[config.mk]
export PLATFORM = sky130hd
export DESIGN_NAME = sld_host_flat
export DESIGN_NICKNAME = d
export VERILOG_FILES = /design/src/common/sld_pkg.sv /design/src/common/sld_if.sv /design/src/design/sld_host.sv /design/src/flat_wrapper.sv
export SDC_FILE = /design/constraint.sdc
export NUM_CORES = 1
export LEC_CHECK = 0
export BUFFER_PORTS_ARGS = -buffer_cell sky130_fd_sc_hd__buf_2
export CAP_MARGIN = 5
export CORE_MARGIN = 2
export CORE_UTILIZATION = 54
export DETAILED_ROUTE_END_ITERATION = 10
export GPL_ROUTABILITY_DRIVEN = 0
export GPL_TIMING_DRIVEN = 0
export PLACE_DENSITY = 0.74
export SLEW_MARGIN = 20
export SYNTH_ARGS = -nofsm -noshare
export SYNTH_HDL_FRONTEND = slang
export SYNTH_SLANG_ARGS = --single-unit
[constraint.sdc]
create_clock -name clock -period 4.5 [get_ports clock]
set_input_delay 0.9 -clock clock [delete_from_list [all_inputs] [get_ports clock]]
set_output_delay 0.9 -clock clock [all_outputs]
set_load 0.01 [all_outputs]
[src/common/sld_pkg.sv]
// package: shared constants of the serial lcd segment driver link
package sld_pkg;
   // ************************************************************
   // frame format
   // ************************************************************
   localparam int          SLD_SEG_COUNT     = 33;             // segment bits per frame
   localparam int          SLD_FILLER_BITS   = 2;              // trailing filler bits
   localparam int          SLD_FRAME_BITS    = 36;             // start + segments + fillers
   localparam logic [5:0]  SLD_LAST_BIT      = 6'd35;          // index of the final frame clock
   localparam logic [32:0] SLD_SEG_RESET     = 33'h0_0000_0000; // latches after reset
   // ************************************************************
   // backplane generation
   // ************************************************************
   localparam int          SLD_BP_DIV_BITS   = 4;              // divide by 16
   localparam int          SLD_OSC_PERIOD    = 16;             // sys cycles per oscillator period
   // ************************************************************
   // host side timing and buffering
   // ************************************************************
   localparam logic [3:0]  SLD_SCLK_HALF     = 4'd2;           // sys cycles per half link clock
   localparam int          SLD_FIFO_DEPTH    = 32;             // words of segment data
endpackage

[src/common/sld_if.sv]
// interface: the two wire serial link between host and driver
`timescale 1ns/10ps
interface sld_if;
   logic ser_data;   // serial segment data, host driven
   logic ser_clk;    // serial clock, host driven
   // host end drives both wires
   modport host_mp (output ser_data, output ser_clk);
   // driver end only listens
   modport dev_mp  (input  ser_data, input  ser_clk);
endinterface

[src/design/sld_host.sv]
// design: host end with input fifo and frame serialiser
`timescale 1ns/10ps
// ************************************************************
// fifo of segment words
// ************************************************************
module sld_fifo #(
   parameter int WIDTH = 33,
   parameter int DEPTH = 32
) (
   input  wire logic             clock,
   input  wire logic             arst_n,
   input  wire logic [WIDTH-1:0] in_data,
   input  wire logic             in_valid,
   output      logic             in_ready,
   output      logic [WIDTH-1:0] out_data,
   output      logic             out_valid,
   input  wire logic             out_ready
);
   localparam int AW = $clog2(DEPTH);
   logic [WIDTH-1:0] mem [DEPTH];      // storage array
   logic [AW:0]      wptr_reg;         // write pointer with wrap bit
   logic [AW:0]      rptr_reg;         // read pointer with wrap bit
   wire              empty = (wptr_reg == rptr_reg);
   wire              full  = (wptr_reg[AW-1:0] == rptr_reg[AW-1:0]) && (wptr_reg[AW] != rptr_reg[AW]);
   wire              push  = in_valid && !full;
   wire              pop   = out_ready && !empty;
   assign in_ready  = !full;
   assign out_valid = !empty;
   assign out_data  = mem[rptr_reg[AW-1:0]];
   // storage write, no reset needed
   always_ff @(posedge clock) begin
      if (push) begin
         mem[wptr_reg[AW-1:0]] <= in_data;
      end
   end
   // pointer update
   always_ff @(posedge clock or negedge arst_n) begin
      if (!arst_n) begin
         wptr_reg <= '0;
         rptr_reg <= '0;
      end else begin
         if (push) wptr_reg <= wptr_reg + 1'b1;
         if (pop)  rptr_reg <= rptr_reg + 1'b1;
      end
   end
endmodule

// ************************************************************
// host serialiser
// ************************************************************
module sld_host
   import sld_pkg::*;
(
   input  wire logic        clock,
   input  wire logic        arst_n,
   input  wire logic [32:0] seg_word,
   input  wire logic        seg_valid,
   output      logic        seg_ready,
   output      logic        busy,
   sld_if.host_mp           link
);
   typedef enum logic [1:0] {SLD_ST_IDLE = 2'b01, SLD_ST_SHIFT = 2'b10} sld_state_t;
   sld_state_t  state_reg;             // serialiser state
   logic [35:0] frame_reg;             // frame being sent, msb on the wire
   logic [5:0]  bit_reg;               // clock index within frame
   logic [3:0]  div_reg;               // half period divider
   logic        sclk_reg;              // link clock made by divider
   logic        busy_reg;              // frame in flight
   logic [32:0] fifo_data;             // head word
   logic        fifo_valid;            // head present
   wire         half_done  = (div_reg == SLD_SCLK_HALF - 4'd1);
   wire         frame_end  = (state_reg == SLD_ST_SHIFT) && half_done && sclk_reg && (bit_reg == SLD_LAST_BIT);
   wire         take_word  = fifo_valid && ((state_reg == SLD_ST_IDLE) || frame_end);
   // start bit, segments, zero fillers; host pre-formats shapes
   wire  [35:0] new_frame  = {1'b1, fifo_data, 2'b00};
   sld_fifo #(.WIDTH(SLD_SEG_COUNT), .DEPTH(SLD_FIFO_DEPTH)) u_fifo (
      .clock     (clock),
      .arst_n    (arst_n),
      .in_data   (seg_word),
      .in_valid  (seg_valid),
      .in_ready  (seg_ready),
      .out_data  (fifo_data),
      .out_valid (fifo_valid),
      .out_ready (take_word)
   );
   // two wires only: data and clock
   assign link.ser_data = frame_reg[35];
   assign link.ser_clk  = sclk_reg;
   assign busy          = busy_reg;
   // frame sequencer; data moves while clock is low
   always_ff @(posedge clock or negedge arst_n) begin
      if (!arst_n) begin
         state_reg <= SLD_ST_IDLE;
         frame_reg <= '0;
         bit_reg   <= '0;
         div_reg   <= '0;
         sclk_reg  <= 1'b0;
         busy_reg  <= 1'b0;
      end else begin
         unique case (state_reg)
            SLD_ST_IDLE: begin
               div_reg <= '0;
               if (take_word) begin
                  frame_reg <= new_frame;
                  bit_reg   <= '0;
                  state_reg <= SLD_ST_SHIFT;
                  busy_reg  <= 1'b1;
               end
            end
            SLD_ST_SHIFT: begin
               div_reg <= half_done ? 4'd0 : div_reg + 4'd1;
               if (half_done && !sclk_reg) begin
                  sclk_reg <= 1'b1;              // rising edge, driver samples
               end else if (half_done) begin
                  sclk_reg <= 1'b0;
                  if (bit_reg == SLD_LAST_BIT) begin
                     // 36 clocks done, two beyond the 34 defined bits
                     bit_reg <= '0;
                     if (take_word) begin
                        frame_reg <= new_frame;  // back to back frame
                     end else begin
                        frame_reg <= '0;
                        state_reg <= SLD_ST_IDLE;
                        busy_reg  <= 1'b0;
                     end
                  end else begin
                     bit_reg   <= bit_reg + 6'd1;
                     frame_reg <= {frame_reg[34:0], 1'b0};
                  end
               end
            end
         endcase
      end
   end
endmodule

[src/flat_wrapper.sv]
// flat-port wrapper written by rule: the top's interface ports become plain ports
module sld_host_flat import sld_pkg::*;
  (clock, arst_n, seg_word, seg_valid, seg_ready, busy, link_ser_data, link_ser_clk);
  sld_if link_i ();
  input  wire logic clock;
  input  wire logic arst_n;
  input  wire logic [32:0] seg_word;
  input  wire logic seg_valid;
  output      logic seg_ready;
  output      logic busy;
  output wire logic [$bits(link_i.ser_data)-1:0] link_ser_data;
  output wire logic [$bits(link_i.ser_clk)-1:0] link_ser_clk;
  assign link_ser_data = link_i.ser_data;
  assign link_ser_clk = link_i.ser_clk;
  sld_host u_core (.clock(clock), .arst_n(arst_n), .seg_word(seg_word), .seg_valid(seg_valid), .seg_ready(seg_ready), .busy(busy), .link(link_i));
endmodule
* Word-level counts from Yosys, hierarchy flattened
Memory sizes are Yosys's and may differ from the RTL's. Index checks and enable logic that the tools add are counted.
Operators by class: add/sub/neg operators 4, equal/unequal tests 12, mux-type cells 29, reductions and logical operators 16
Operators by type and width (number):
- 36-bit two-way mux | 5
- 36-bit one-hot mux with 2 select lines | 1
- 6-bit two-way mux | 4
- 6-bit by 1-bit adder with 6-bit output (second input constant) | 3
- 6-bit one-hot mux with 2 select lines | 1
- 2-bit two-way mux | 5
- 1-bit two-way mux | 9
- 1-bit logical AND | 8
- 2-bit != test (second input constant) | 4
- 4-bit one-hot mux with 2 select lines | 1
- 6-bit == test | 1
- 6-bit == test (second input constant) | 1
- 5-bit == test | 1
- 5-bit AND reduction | 1
- 4-bit by 1-bit adder with 4-bit output (second input constant) | 1
- 4-bit by 1-bit == test with 1-bit output (second input constant) | 1
- 4-bit two-way mux | 1
- 2-bit one-hot mux with 2 select lines | 1
- 1-bit logical NOT | 3
- 3-bit AND reduction | 1
- 2-bit by 1-bit == test with 1-bit output (second input constant) | 1
- 2-bit == test (second input constant) | 1
- 2-bit by 1-bit != test with 1-bit output (second input constant) | 1
- 1-bit one-hot mux with 2 select lines | 1
- other kinds (4) | 4
Storage, ports and cells: flip-flop bits (word level) 62, RAM bits 1056, bits of input ports 36, output and inout bits 4, word-level logic and storage cells 70, memories kept 1
Memory list:
- u_core.u_fifo.mem | words 32, width 33, read ports 1, clocked after memory_dff 0, wr ports 1, line sld_host.sv:20 | logic [WIDTH-1:0] mem [DEPTH];

* Logic depth before layout (Yosys ltp)
depth in word-level cells 11, gate-level depth with buffers 9

* Cells and area by module
From an unflattened synthesis, not the netlist that was laid out.
Unflattened totals: cell total of the unflattened synthesis 2003, area total of the unflattened synthesis 43077.6 sq um
Modules (own cells, without submodules):
- sld_fifo | times used 1, cells each 1692, area each 40227.3 sq um, sequential area each 32010.7 sq um
- sld_host | times used 1, cells each 311, area each 2850.2 sq um, sequential area each 1177.4 sq um

* Least setup slack after synthesis
No wires, ideal clock.
kind input-to-reg, from input port seg_valid, to memory u_core.u_fifo.mem[31][0] (enable), setup time 0.423 ns, arrival 2.813 ns, data required time 4.077 ns, slack 1.263 ns, stages on the path 4, path through o31a_1 buf_2 nand2_1 nor2_1
Between the ends: cells in the longest elaborated chain, start to end 3
Ends and longest elaborated chain:
- from (decl) | line flat_wrapper.sv:8 | input wire logic seg_valid;
- 1-bit logical AND | line sld_host.sv:25 | wire push = in_valid && !full;
- 1-bit two-way mux | line sld_host.sv:32 | if (push) begin
- 1-bit two-way mux (implied by the code) | line sld_host.sv:33 | mem[wptr_reg[AW-1:0]] <= in_data;
- to (decl) | line sld_host.sv:20
Every way passes these cells.

* Final worst setup path
from register u_core.u_fifo.wptr_reg[4], to memory u_core.u_fifo.mem[31][22] (enable)
Between the ends: cells in the longest elaborated chain, start to end 6
Ends and longest elaborated chain:
- from (decl) | line sld_host.sv:21 | logic [AW:0] wptr_reg;
- from (signal assigned) | line sld_host.sv:42 | if (push) wptr_reg <= wptr_reg + 1'b1;
- 5-bit == test | line sld_host.sv:24 | wire full = (wptr_reg[AW-1:0] == rptr_reg[AW-1:0]) && (wptr_reg[AW] != rptr_reg[AW]);
- 1-bit logical AND | line sld_host.sv:24
- 1-bit logical NOT | line sld_host.sv:25
- 1-bit logical AND | line sld_host.sv:25
- 1-bit two-way mux | line sld_host.sv:32
- 1-bit two-way mux (implied by the code) | line sld_host.sv:33
Parallel ways exist; a longest one is shown, timed or not.

==> impl_metrics.ini <==
[status]
status = finished, final reports clean

[die]
die_h_um = 287
coreArea_mm2 = 0.0790
die_area_mm2 = 0.0821
row_count = 103
start_util = 0.546
ios = 40
fp.dieW_um = 287

[run]
max_cap_viol_count = 0

[global_routing]
grt_pass1_wl_um = 156000
grt_start_max_net_pins = 60
met1_usage = 0.362
grt_usage = 0.266
grt_pass1_vias = 22900
antenna_found_initial = 2
grt_use_met3 = 0.0694
busiest_layer = met2
grtUsageMet2 = 0.418
grt_overflow = 0

[hold_path]
hold_class = in2async

[synthesis]
avgSynthCellArea_um2 = 20.7
async_flop_share = 0.0529
synth_cell_types = 48
syn-cell-area_mm2 = 0.0431
synth-seq-cells = 1115
synth_edf_count = 1056
synth_cells = 2083
yosysSeqAreaShare = 0.770
syn_nets = 2127
ys_warn_count = 0
yosysTopAreaCell = edfxtp_1
synthFlopType = edfxtp_1
synth_top_area_frac = 0.735
synthTopCellsByArea = edfxtp_1 74%, mux4_2 10%, mux2i_1 3.8%, dfrtp_1 3.4%, o221ai_1 0.89%

[sta]
rsz0062_at_grt = no
worst_slew_pin_slew_ns = 0.947
fmax_mhz = 297
fin_crit_ns = 3.37
skew_ns = 0.0188
drv_slew = 0
min_period_over_period = 0.748
setup-violations-final = 0
hold_violations = 0
slew_headroom = 0.369

[route]
drtIter0Drc = 3085
ant_nets = 0
vias_per_cell = 6.60
avgRoutedWirePerCell_um = 31.7
drc_errors = 0
vias = 22500
routed_wl_um = 108000
first_pass_iters = 8

[power]
leakagePower_nw = 15.5
totalPowerFinal_mw = 23.0
powerDensity_mw_per_mm2 = 462
max-vdd-ir-drop_v = 0.000293

[layout]
utilization = 0.629
area_delta_synth_final_pct = 15.2
largest_register_ffs = 1056
antenna_cells = 0
drive_above_1_share = 0.233
nets = 2320
final_area_mm2 = 0.0497

[clocking]
post_cts_buffers = 0
clock_latency_ns = 0.67
cts_buffer_depth = 3
cts_num_sinks = 1115
cts_tree = built
cts_max_level = 3
clk_pin_slew_ns = 0.07
ctsHoldBuffers = 0
cts_root_buffer = clkbuf_16
cts_made_buffers = 104
ctsResizeCount = 0

[setup_path]
crit_path_start_kind = register
crit_required_ns = 4.86
critPathMaxFanout = 13
crit_path_end_kind = register
crit_arrival_ns = 3.72
crit_type = reg2reg

[placed_design]
dp_hpwl_um = 68100
postPlaceCellArea_mm2 = 0.0461
numPortBuffers = 39
==> per-stage QoR <==
| step | setup TNS [ns] | worst slack, ns | cells | hold WS [ns] |
|---|---|---|---|---|
| after floorplan | 0 | 1.26 | 2083 | 0.440 |
| after global placement | -432.76 | -0.750 | 3172 | 0.459 |
| after detailed placement | 0 | 1.15 | 3220 | 0.473 |
| after CTS | 0 | 1.18 | 3413 | 0.320 |
| after global routing | 0 | 1.07 | 3413 | 0.379 |
| final | 0 | 1.13 | 3413 | 0.313 |
==> final cells by class <==
cell class,count,area (um^2)
flip-flops and latches,1115,33200
clock inverters,59,815
fillers,5060,29300
inverters,7,26.3
repair buffers,87,1400
plain buffers,124,699
multi-input cells,837,9450
clock buffers,134,2780
well taps,1050,1310
==> placed cells by master (no fill, tap or decap), types with 16 or more instances in the layout <==
cell type  instances
buf_2             69
clkbuf_1          74
clkinv_2          18
bufinv_16         20
buf_4             27
dfrtp_1           58
xnor2_1           16
buf_16            35
nor2_1            22
o22ai_1           34
o21ai_1           21
edfxtp_1        1056
nand2_1          100
o221ai_1          44
mux4_2           200
a211o_1           32
clkbuf_16        107
a21oi_1           18
o2111ai_1         18
nor2_4            32
mux2i_1          162
a22o_1            20
o22a_1            18
==> power breakdown <==
part | internal (mW) | switching, mW | total, mW
combinational | 0.440 | 1.06 | 1.50
sequential | 12.0 | 0.162 | 12.2
clock | 5.51 | 3.77 | 9.28
total | 18.0 | 4.99 | 23.0
==> cell usage after synthesis (6+ instances only) <==
master	n
nor2_1	54
a22o_1	20
o21ai_1	21
nand4_1	6
clkbuf_1	47
xnor2_1	16
mux2i_1	162
edfxtp_1	1056
a211o_1	32
a21oi_1	18
inv_1	7
o221ai_1	44
nand3_1	8
buf_2	31
o22ai_1	34
buf_6	13
o2bb2ai_1	13
buf_4	26
mux4_2	200
ha_1	8
buf_1	7
a22oi_1	14
o2111ai_1	18
dfrtp_1	58
o22a_1	18
nand2_1	100
==> cells by family (layout without fill, tap and decap cells) <==
kind of cell,count (synthesis),after routing,synth area share
AOI/OAI and AO/OA,249,249,0.0448
xor gates and xnor gates,18,18,0.00366
adders and majority gates,8,8,0.00232
buffers and inverters,131,411,0.0168
DFF,1115,1115,0.770
muxes,365,365,0.143
and+or+nand+nor,197,197,0.0199
==> critical path, stage by stage (launching register included) <==
cell and delay [ns]:
dfrtp_1 0.39, buf_2 0.21, xnor2_1 0.16, nand3_1 0.22
o31a_1 0.17, buf_2 0.23, nand2_1 0.54, nor2_4 0.68
buf_8 0.25, buf_8 0.18
==> layer usage <==
metal,vias to the layer above,part of all wire
li1,9046,-
met1,11800,0.37
met2,1451,0.48
met3,239,0.11
met4,2,0.038
met5,-,0.00010
==> final timing paths <==
| path | from | to | slack (ns) | cells past startpoint |
|---|---|---|---|---|
| min in group clock | u_core.frame_reg[8]$_DFFE_PN0P_ | u_core.frame_reg[8]$_DFFE_PN0P_ | 0.49 | 2 |
| max in group asynchronous | arst_n | u_core.frame_reg[7]$_DFFE_PN0P_ | 3.63 | 1 |
| hold reg to reg | u_core.frame_reg[8]$_DFFE_PN0P_ | u_core.frame_reg[8]$_DFFE_PN0P_ | 0.49 | 2 |
| setup / recovery | u_core.u_fifo.wptr_reg[4]$_DFFE_PN0P_ | u_core.u_fifo.mem[31][22]$_DFFE_PP_ | 1.13 | 9 |
| setup reg to reg | u_core.u_fifo.wptr_reg[4]$_DFFE_PN0P_ | u_core.u_fifo.mem[31][22]$_DFFE_PP_ | 1.13 | 9 |
| hold / removal | arst_n | u_core.div_reg[0]$_DFF_PN0_ | 0.31 | 1 |
(Power assumes the default switching activity.)
